**config.mk**
```make
export PLATFORM = sky130hd
export DESIGN_NAME = ptc_buffer
export DESIGN_NICKNAME = d
export VERILOG_FILES = /design/src/ptc_buffer.sv
export SDC_FILE = /design/constraint.sdc
export NUM_CORES = 1
export LEC_CHECK = 0
export ABC_AREA = 1
export BUFFER_PORTS_ARGS = -buffer_cell sky130_fd_sc_hd__clkbuf_2
export CORE_UTILIZATION = 35
export DETAILED_ROUTE_END_ITERATION = 12
export HOLD_SLACK_MARGIN = 0.03
export PLACE_DENSITY = 0.59
export SLEW_MARGIN = 15
export SYNTH_ARGS = -nofsm -noshare
export SYNTH_HDL_FRONTEND = slang
export SYNTH_SLANG_ARGS = --single-unit
export TNS_END_PERCENT = 1
```
**constraint.sdc**
```tcl
create_clock -name sys_clk -period 1.4 [get_ports sys_clk]
set_clock_uncertainty 0.1 [all_clocks]
set_input_delay 0 -clock sys_clk [delete_from_list [all_inputs] [get_ports sys_clk]]
set_output_delay 0 -clock sys_clk [all_outputs]
set_load 0.02 [all_outputs]
```
**src/ptc_buffer.sv**
```systemverilog
// Two-entry valid/ready buffer in the looped-back byte path
`timescale 1ns/1ps
`default_nettype none
module ptc_buffer #(
    parameter int WIDTH = 8,
    parameter int DEPTH = 2
) (
    input wire logic sys_clk,
    input wire logic reset,
    input wire logic [WIDTH-1:0] in_data,
    input wire logic in_valid,
    output logic in_ready,
    output logic [WIDTH-1:0] out_data,
    output logic out_valid,
    input wire logic out_ready
);
    localparam int PW = (DEPTH > 1) ? $clog2(DEPTH) : 1;
    localparam int CW = $clog2(DEPTH + 1);

    logic [WIDTH-1:0] store [DEPTH];
    logic [PW-1:0] wr_ptr;
    logic [PW-1:0] rd_ptr;
    logic [CW-1:0] count;
    logic [CW-1:0] next_count;
    logic push;
    logic pop;

    assign push = in_valid && in_ready;
    assign pop = out_valid && out_ready;
    assign out_data = store[rd_ptr];

    always_comb begin
        next_count = count;
        if (push && !pop) begin
            next_count = count + CW'(1);
        end else if (pop && !push) begin
            next_count = count - CW'(1);
        end
    end

    // Occupancy and flags
    always_ff @(posedge sys_clk) begin
        if (reset) begin
            count <= '0;
            in_ready <= 1'b0;
            out_valid <= 1'b0;
        end else begin
            count <= next_count;
            in_ready <= (next_count < CW'(DEPTH));
            out_valid <= (next_count != '0);
        end
    end

    // Storage and pointers
    always_ff @(posedge sys_clk) begin
        if (reset) begin
            wr_ptr <= '0;
            rd_ptr <= '0;
        end else begin
            if (push) begin
                store[wr_ptr] <= in_data;
                wr_ptr <= (wr_ptr == PW'(DEPTH - 1)) ? '0 : wr_ptr + PW'(1);
            end
            if (pop) begin
                rd_ptr <= (rd_ptr == PW'(DEPTH - 1)) ? '0 : rd_ptr + PW'(1);
            end
        end
    end
endmodule : ptc_buffer
`default_nettype wire

```
==> PnR_summary.wiki, run 1 <==
{| class="wikitable"
! Metric !! Value
|-
| Result of the run || complete, no violations
|-
| Diode insertion count for antenna repair || 0
|-
| Number of global-route vias before repair || 504
|-
| Post-synthesis cell type count || 13
|-
| Power density over the cells || 1400 nW/um2
|-
| Synth Register Bits || 23
|-
| 1st-iter DRT viols || 7
|-
| Hold Path Cell Cnt || 2
|-
| Total power consumption of the routed design || 1630 uW
|-
| Initial core utilization || 0.378
|-
| Via-to-Cell Ratio || 4.41
|-
| Total of warnings raised by yosys || 0
|-
| Buffers on Ports || 21
|-
| Worst hold margin || 323 ps
|-
| TritonCTS clock tree || built
|-
| Area added between synthesis and finish || 36.4%
|-
| Ratio of final minimum period to clock period || 0.945
|-
| Worst-Skew Late Latency || 300 ps
|-
| Maximum vdd drop || 0.945 mV
|-
| R2R Path End || store[0][3]
|-
| Standard cell area after detailed placement || 1020 um2
|-
| Std cell rows || 17
|-
| Clock share of power || 0.180
|-
| Crit path kind || flip-flop to output port
|-
| Die span in x || 51.4 um
|-
| Floorplan die area || 2640 um2
|-
| Worst-case setup slack after placement || 183 ps
|-
| Total Routing Usage GR || 0.113
|-
| Worst R2R Path Depth || 5
|-
| Startpoint of the most critical register-to-register path || in_ready
|-
| Setup slack after layout || 77.4 ps
|-
| Worst slew margin relative to its limit || 0.888
|-
| Average wire length per cell after detail routing || 10.5 um
|-
| DRC violations left || 0
|-
| Max-capacitance violation count || 0
|-
| Final WL || 1.37 mm
|-
| Max Root-Sink Buffers || 2
|-
| Post-synthesis instance total || 64
|-
| Worst-case hold path end point || store[1][1]
|-
| Number of antenna violations at the first check in global routing || 0
|-
| Setup repair after global routing missed its margin || false
|-
| Category of the worst setup path capture point || output port
|-
| Sum of net half-perimeters after detailed placement || 975 um
|-
| Hold wc startpoint || in_data[1]
|-
| Wire length of the first global-routing pass || 2.08 mm
|-
| Worst EP required || 1300 ps
|-
| Slew at the pin closest to its max-slew limit || 167 ps
|-
| Die Ht || 51.4 um
|-
| Setup slack, reg-to-reg || 170 ps
|-
| Internal portion of total power || 1130 uW
|-
| Time the final worst path needs with I/O delays and setup || 1320 ps
|-
| Syn avg cell area || 13.3 um2
|-
| Count of TritonRoute iterations in the first routing pass || 4
|-
| Placeable Area || 2250 um2
|-
| I/O pin count || 22
|-
| Routability-driven placement congestion ratio || 0.668
|-
| Highest net fanout along the worst path || 8
|-
| Critical path arrival || 1220 ps
|-
| Proportion of total power due to net switching || 0.304
|-
| Fraction of layout cells with a size suffix above 1 || 0.398
|-
| Fmax || 0.756 GHz
|-
| Grt total ovfl || 0
|-
| Clock Pin Slew Worst Setup and Hold Paths || 120 ps
|-
| DR vias || 578
|-
| Total negative slack || 0 ps
|-
| Total count of max-transition violations in the final report || 0
|-
| Net total in the final layout || 116
|-
| Final cell area excluding filler cells || 1160 um2
|-
| Sequential area share after synthesis || 0.727
|-
| Leakage component of the power || 0.000498 uW
|-
| Sequential group share of total power || 0.543
|-
| CTS Root Cell || sky130_fd_sc_hd__clkbuf_4
|-
| Detail Route Antenna Nets || 0
|-
| Net count of the mapped netlist || 76
|-
| Number of buffers added by the clock tree synthesis step || 3
|-
| Setup violators final || 0
|-
| Kind of start point of the critical path || flip-flop
|-
| Class of the tightest hold or removal check || input port to flip-flop
|-
| Fraction of power consumed by combinational cells || 0.277
|-
| Hold Violations, Final || 0
|-
| Largest net degree at the start of global routing || 13
|-
| Post-CTS setup buffer count || 0
|-
| TritonCTS Sinks || 23
|-
| Net switching power figure || 495 uW
|-
| Post-synthesis instance area || 853 um2
|-
| Number of H-tree levels || 1
|}
## placed cells by master, fill, tap and decap left out
cell type	count
sky130_fd_sc_hd__buf_4	4
sky130_fd_sc_hd__inv_2	1
sky130_fd_sc_hd__nand2_2	2
sky130_fd_sc_hd__dfxtp_4	1
sky130_fd_sc_hd__nor2_1	4
sky130_fd_sc_hd__mux2_2	8
sky130_fd_sc_hd__nor3_2	1
sky130_fd_sc_hd__dlygate4sd3_1	11
sky130_fd_sc_hd__inv_1	6
sky130_fd_sc_hd__clkbuf_1	1
sky130_fd_sc_hd__dfxtp_1	6
sky130_fd_sc_hd__a21oi_1	1
sky130_fd_sc_hd__xor2_1	1
sky130_fd_sc_hd__clkbuf_4	3
sky130_fd_sc_hd__nand2_1	12
sky130_fd_sc_hd__clkbuf_2	21
sky130_fd_sc_hd__edfxtp_1	16
sky130_fd_sc_hd__nand3_1	4
## cell families after synthesis
family | after synthesis | share of synthesized area
AOI/OAI and AO/OA | 1 | 0.00586
xor gates and xnor gates | 1 | 0.0103
buffers and inverters | 8 | 0.0366
DFF | 23 | 0.727
muxes | 8 | 0.106
and+or+nand+nor | 23 | 0.114
## stage by stage
step | instances | util
after floorplan | 64 | -
after CTS | 131 | 0.516
final | 131 | 0.516
after global routing | 131 | 0.516
after detailed placement | 116 | 0.454
after global placement | 116 | 0.454
## worst max path at each step
| stage | from | depth (start not counted) | endpoint |
|---|---|---|---|
| after floorplan | in_ready | 4 | store[0][0] |
| after global placement | in_ready | 5 | store[0][6] |
| after detailed placement | in_ready | 5 | store[0][4] |
| after CTS | flip-flop | 2 | out_data[6] |
| final | flip-flop | 2 | out_data[7] |
| after global routing | flip-flop | 2 | out_data[7] |
## synthesized netlist by cell type
| cell | instances | area share |
|---|---|---|
| sky130_fd_sc_hd__nand3_1 | 4 | 0.023 |
| sky130_fd_sc_hd__nor2_1 | 4 | 0.018 |
| sky130_fd_sc_hd__edfxtp_1 | 16 | 0.56 |
| sky130_fd_sc_hd__xor2_1 | 1 | 0.010 |
| sky130_fd_sc_hd__dfxtp_1 | 7 | 0.16 |
| sky130_fd_sc_hd__nand2_2 | 2 | 0.015 |
| sky130_fd_sc_hd__a21oi_1 | 1 | 0.0059 |
| sky130_fd_sc_hd__nor3_1 | 1 | 0.0059 |
| sky130_fd_sc_hd__inv_2 | 1 | 0.0044 |
| sky130_fd_sc_hd__mux2_2 | 8 | 0.11 |
| sky130_fd_sc_hd__nand2_1 | 12 | 0.053 |
| sky130_fd_sc_hd__buf_2 | 1 | 0.0059 |
| sky130_fd_sc_hd__inv_1 | 6 | 0.026 |
## cell type report
type                       count  area, um2
clock buffer                   4       26.3
fill                         213       1090
inverter                       7       26.3
multi-input combinational     33        206
sequential                    23        624
tap                           28       35.0
timing repair buffer          36        245
## power by group through the flow
stage / logic [uW] / registers, uW / clock network (uW)
after floorplan: 297 / 898 / 0
after global placement: 425 / 895 / 0
after detailed placement: 434 / 897 / 0
after CTS: 459 / 885 / 303
after global routing: 495 / 891 / 327
final: 451 / 882 / 293
## repair_timing
item | in CTS | in global routing
hold buffers | 11 | 0
resized for setup | 2 | 0
setup endpoints to repair | 8 | 0
hold endpoints to repair | 23 | 0
## metal layers
layer / part of all wire / global-route usage
met1: 0.42 / 0.129
met5: 0 / 0
met3: 0.053 / 0.0179
met2: 0.50 / 0.190
met4: 0.021 / 0.0811
## worst max-delay path, stage by stage, from the launching register on
cell and delay [ps]:
sky130_fd_sc_hd__dfxtp_4 430, sky130_fd_sc_hd__mux2_2 350, sky130_fd_sc_hd__clkbuf_2 150
## flip-flops by register name (all words and copies together) (netlist names), named ones only
register and flops:
rd_ptr 1, wr_ptr 1, out_valid 1, count 2
in_ready 1, store 16
(Power assumes the default switching activity.)
==> inputs of run 2 (changes only) <==
Settings changed: CAP_MARGIN set to 20, CTS_BUF_LIST set to sky130_fd_sc_hd__clkbuf_4 sky130_fd_sc_hd__clkbuf_8.
==> PnR_summary.wiki, run 2 (synthesis results as in run 1) <==
{| class="wikitable"
! Metric !! Value
|-
| Result of the run || complete, no violations
|-
| Time the final worst path needs with I/O delays and setup || 1330 ps
|-
| Number of H-tree levels || 1
|-
| Final cell area excluding filler cells || 1170 um2
|-
| Maximum vdd drop || 0.945 mV
|-
| Ordered cell list for the critical path || mux2_2, clkbuf_2
|-
| Count of buffering cells on the critical path with inverters included || 1
|-
| Max Root-Sink Buffers || 2
|-
| Worst slew margin relative to its limit || 0.888
|-
| Diode insertion count for antenna repair || 0
|-
| Most common cell after layout, fill and taps aside || sky130_fd_sc_hd__clkbuf_2
|-
| Largest net degree at the start of global routing || 13
|-
| Setup slack, reg-to-reg || 170 ps
|-
| Placeable Area || 2250 um2
|-
| Crit path to || out_data[7]
|-
| Number of antenna violations at the first check in global routing || 0
|-
| Floorplan die area || 2640 um2
|-
| Post-CTS setup buffer count || 0
|-
| Die Ht || 51.4 um
|-
| Total negative slack || 0 ps
|-
| Fraction of layout cells with a size suffix above 1 || 0.408
|-
| Multi-input gate area || 206 um2
|-
| Std cell rows || 17
|-
| Total count of max-transition violations in the final report || 0
|-
| 1st-iter DRT viols || 7
|-
| Class of the tightest hold or removal check || input port to flip-flop
|-
| Number of standard cells in the layout, taps in and fillers out || 131
|-
| Detail Route Antenna Nets || 0
|-
| Worst R2R Path Depth || 5
|-
| Highest net fanout along the worst path || 8
|-
| Hold Violations, Final || 0
|-
| Cell Count Post-Placement || 116
|-
| Kind of start point of the critical path || flip-flop
|-
| Average wire length per cell after detail routing || 10.4 um
|-
| Final WL || 1.37 mm
|-
| Internal portion of total power || 1150 uW
|-
| Net total in the final layout || 116
|-
| Worst EP required || 1300 ps
|-
| DR vias || 567
|-
| Max-capacitance violation count || 0
|-
| DRC violations left || 0
|-
| TritonCTS clock tree || built
|-
| Register with the most flip-flops || store
|-
| Number of buffers added by the clock tree synthesis step || 3
|-
| Highest-count cells in the layout ignoring fill and taps || sky130_fd_sc_hd__clkbuf_2, sky130_fd_sc_hd__edfxtp_1, sky130_fd_sc_hd__nand2_1
|-
| Fraction of power consumed by combinational cells || 0.274
|-
| Via-to-Cell Ratio || 4.33
|-
| Count of TritonRoute iterations in the first routing pass || 3
|-
| Regs by FF count || store (16), count (2)
|-
| Max FFs per register || 16
|-
| Clock share of power || 0.190
|-
| TritonCTS Sinks || 23
|-
| Leakage component of the power || 0.000501 uW
|-
| Number of gates on the worst path with buffers counted || 2
|-
| Category of the worst setup path capture point || output port
|-
| Slew at the pin closest to its max-slew limit || 168 ps
|-
| Buffers on Ports || 21
|-
| I/O pin count || 22
|-
| Die span in x || 51.4 um
|-
| Number of global-route vias before repair || 508
|-
| Fraction of the core area covered by cells at the end of the flow || 0.518
|-
| Wire length of the first global-routing pass || 2.08 mm
|-
| CTS Root Cell || sky130_fd_sc_hd__clkbuf_4
|-
| Sequential group share of total power || 0.536
|-
| Combined flip-flop and latch cell area || 624 um2
|-
| Ratio of final minimum period to clock period || 0.947
|-
| Slowest library cell on the worst path || sky130_fd_sc_hd__dfxtp_4
|-
| Power density over the cells || 1410 nW/um2
|-
| Routability-driven placement congestion ratio || 0.668
|-
| Clock Pin Slew Worst Setup and Hold Paths || 120 ps
|-
| Worst stage delay on the critical path || 430 ps
|-
| Crit path kind || flip-flop to output port
|-
| R2R Path End || store[0][3]
|-
| Critical path arrival || 1230 ps
|-
| Setup violators final || 0
|-
| Cell family contributing the most delay on the critical path || flip-flops
|-
| Layout fillers || 214
|-
| Setup repair after global routing missed its margin || false
|-
| Fmax || 0.754 GHz
|-
| Net switching power figure || 496 uW
|-
| Grt total ovfl || 0
|-
| Sum of net half-perimeters after detailed placement || 975 um
|-
| Standard cell area after detailed placement || 1020 um2
|-
| Initial core utilization || 0.378
|-
| Area added between synthesis and finish || 36.8%
|-
| Startpoint of the most critical register-to-register path || in_ready
|-
| Proportion of total power due to net switching || 0.301
|-
| Worst-Skew Late Latency || 300 ps
|-
| Total Routing Usage GR || 0.113
|}
[run 2: per-stage QoR]
stage	hold slack (ps)	setup slack (ps)	power [uW]
floorplan	-30.9	-119	1200
global placement	91.1	212	1320
detailed placement	95.1	183	1330
CTS	311	45.5	1670
global route	316	18.2	1730
finish	322	74.3	1650
[run 2: worst min-delay path by stage]
stage / startpoint / endpoint / slack, ps / depth (start not counted)
floorplan: reset / wr_ptr / -30 / 1
global placement: in_data[5] / store[0][5] / 90 / 1
detailed placement: in_data[5] / store[1][5] / 100 / 1
CTS: in_data[5] / store[1][5] / 310 / 2
global route: in_data[5] / store[1][5] / 320 / 2
finish: in_data[1] / store[1][1] / 320 / 2
[run 2: routing by layer]
layer / share of wire / vias to the layer above / global-route usage / wire length [um]
met1: 0.43 / 254 / 0.127 / 586
met3: 0.046 / 4 / 0.0179 / 63
met2: 0.50 / 14 / 0.193 / 680
met5: 0 / - / 0 / 0
met4: 0.027 / 0 / 0.0811 / 37
li1: - / 295 / - / -
[run 2: power by group through the flow]
stage	sequential, uW	combinational, uW	clock, uW
6_report	882	451	314
5_1_grt	891	495	347
4_1_cts	885	459	326
3_5_place_dp	897	434	0
3_3_place_gp	895	425	0
2_1_floorplan	898	297	0
[run 2: final cells by class]
cell class | count | area share
clock buffer | 4 | 0.0257
inverter | 7 | 0.0225
multi-input combinational | 33 | 0.177
sequential | 23 | 0.535
tap | 28 | 0.0300
timing repair buffer | 36 | 0.210
[run 2: timing repair]
action / 4_1_cts / 5_1_grt
resized for setup: 2 / 0
setup endpoints to repair: 8 / 0
hold buffers: 11 / 0
endpoints found under the hold margin: 23 / 0
[run 2: worst reg2reg max path, stage by stage (launching register included)]
cell	delay, ps
sky130_fd_sc_hd__dfxtp_1	360
sky130_fd_sc_hd__nand2_2	90
sky130_fd_sc_hd__inv_2	70
sky130_fd_sc_hd__nand2_1	60
sky130_fd_sc_hd__nor2_1	120
sky130_fd_sc_hd__buf_4	160
==> inputs of run 3 (changes only) <==
--- a/config.mk
+++ b/config.mk
@@ -8,5 +8,5 @@
 export ABC_AREA = 1
 export BUFFER_PORTS_ARGS = -buffer_cell sky130_fd_sc_hd__clkbuf_2
-export CAP_MARGIN = 20
+export CAP_MARGIN = 15
 export CORE_UTILIZATION = 35
 export CTS_BUF_LIST = sky130_fd_sc_hd__clkbuf_4 sky130_fd_sc_hd__clkbuf_8
==> constraint.sdc (replaced) <==
create_clock -name sys_clk -period 1.4 [get_ports sys_clk]
set_clock_uncertainty 0.1 [all_clocks]
set_input_delay 0.28 -clock sys_clk [delete_from_list [all_inputs] [get_ports sys_clk]]
set_output_delay 0.28 -clock sys_clk [all_outputs]
set_load 0.02 [all_outputs]
==> PnR_summary.wiki, run 3 (synthesis results as in run 1) <==
{| class="wikitable"
! Metric !! Value
|-
| Ratio of final minimum period to clock period || 1.17
|-
| Std cell rows || 17
|-
| Highest-count cells in the layout ignoring fill and taps || sky130_fd_sc_hd__edfxtp_1, sky130_fd_sc_hd__clkbuf_2, sky130_fd_sc_hd__nand2_1
|-
| 1st-iter DRT viols || 3
|-
| Die Ht || 51.4 um
|-
| CTS Root Cell || sky130_fd_sc_hd__clkbuf_4
|-
| Buffers on Ports || 21
|-
| Register with the most flip-flops || store
|-
| Maximum vdd drop || 0.741 mV
|-
| Standard cell area after detailed placement || 1030 um2
|-
| Class of the tightest hold or removal check || input port to flip-flop
|-
| Hold Violations, Final || 0
|-
| TritonCTS clock tree || built
|-
| Wire length of the first global-routing pass || 2.10 mm
|-
| DR vias || 537
|-
| Crit path kind || flip-flop to output port
|-
| Via-to-Cell Ratio || 4.51
|-
| Count of TritonRoute iterations in the first routing pass || 4
|-
| Fraction of the core area covered by cells at the end of the flow || 0.518
|-
| Diode insertion count for antenna repair || 0
|-
| Fraction of layout cells with a size suffix above 1 || 0.451
|-
| Setup slack after layout || -240 ps
|-
| Kind of start point of the critical path || flip-flop
|-
| Time the final worst path needs with I/O delays and setup || 1640 ps
|-
| Violations in the final reports || setup timing
|-
| I/O pin count || 22
|-
| Combined flip-flop and latch cell area || 622 um2
|-
| Sum of net half-perimeters after detailed placement || 921 um
|-
| Final WL || 1.31 mm
|-
| Routability-driven placement congestion ratio || 0.661
|-
| Net total in the final layout || 104
|-
| Final cell area excluding filler cells || 1170 um2
|-
| Multi-input gate area || 236 um2
|-
| Worst-Skew Late Latency || 310 ps
|-
| Number of global-route vias before repair || 487
|-
| Result of the run || complete, but fails checks
|-
| Leakage component of the power || 0.000506 uW
|-
| Number of buffers added by the clock tree synthesis step || 3
|-
| Category of the worst setup path capture point || output port
|-
| Largest net degree at the start of global routing || 14
|-
| Grt total ovfl || 0
|-
| Max Root-Sink Buffers || 2
|-
| Number of antenna violations at the first check in global routing || 0
|-
| Power density over the cells || 1530 nW/um2
|-
| Setup violators final || 8
|-
| Worst EP required || 1020 ps
|-
| Area added between synthesis and finish || 36.8%
|-
| Most common cell after layout, fill and taps aside || sky130_fd_sc_hd__edfxtp_1
|-
| Setup repair after global routing missed its margin || true
|-
| Critical path arrival || 1260 ps
|-
| Average wire length per cell after detail routing || 11.0 um
|-
| Detail Route Antenna Nets || 0
|-
| Clock Pin Slew Worst Setup and Hold Paths || 130 ps
|-
| Max FFs per register || 16
|-
| Cts-stage hold buffer count || 0
|-
| DRC violations left || 0
|-
| Initial core utilization || 0.378
|-
| Number of H-tree levels || 1
|-
| Max-capacitance violation count || 0
|-
| TritonCTS Sinks || 23
|-
| Worst slew margin relative to its limit || 0.887
|-
| Slew at the pin closest to its max-slew limit || 168 ps
|-
| Regs by FF count || store (16), count (2)
|-
| Highest net fanout along the worst path || 8
|-
| Floorplan die area || 2640 um2
|-
| Die span in x || 51.4 um
|-
| Total count of max-transition violations in the final report || 0
|-
| Layout fillers || 217
|-
| Post-CTS setup buffer count || 0
|-
| Placeable Area || 2250 um2
|-
| Fmax || 0.610 GHz
|-
| Total Routing Usage GR || 0.113
|}
-- run 3: cell type report --
cell class	instances	area share
timing repair buffer	24	0.189
tap	28	0.0300
multi-input combinational	33	0.203
clock inverter	1	0.00429
clock buffer	3	0.0193
sequential	23	0.533
inverter	7	0.0225
-- run 3: where the power goes --
group,total (uW),switching [uW],leakage [uW],internal (uW)
clock network,303,196,0.0000177,107
registers,865,44.2,0.000203,821
logic,616,303,0.000285,313
total,1780,544,0.000506,1240
-- run 3: worst paths after layout --
kind                            startpoint          end  slack [ps]  depth (start not counted)
worst max-delay path             flip-flop  out_data[6]        -240                          3
worst min-delay path            in_data[4]  store[0][4]          50                          1
worst max register to register    in_ready  store[0][5]         160                          5
worst min register to register      wr_ptr       wr_ptr         370                          2
-- run 3: per-stage QoR --
step                      worst slack (ps)  hold WS (ps)  cells  power, uW  setup TNS (ps)
after CTS                             -267          39.5    119       1770           -2100
after detailed placement              49.1           356    115       1360               0
after global placement                69.1           356    115       1350               0
after global routing                  -290          30.2    119       1890           -2270
final                                 -240          50.2    119       1780           -1890
after floorplan                       -119           249     64       1200            -951
-- run 3: per-layer routing --
layer,share of wire,wire length (um),global-route usage
met4,0.020,26,0.0676
met5,0,0,0
met2,0.51,663,0.188
met3,0.050,66,0.0268
met1,0.42,556,0.129
-- run 3: what timing repair did --
item / 4_1_cts / 5_1_grt
pin swaps: 0 / 0
gates resized for setup: 21 / 8
endpoints found under the hold margin: 0 / 0
setup endpoints to repair: 8 / 8
-- run 3: worst max-delay path, cell delays in order (launching register included) --
cell and delay [ps]:
sky130_fd_sc_hd__dfxtp_2 370, sky130_fd_sc_hd__buf_12 140, sky130_fd_sc_hd__mux2_4 310, sky130_fd_sc_hd__buf_8 130
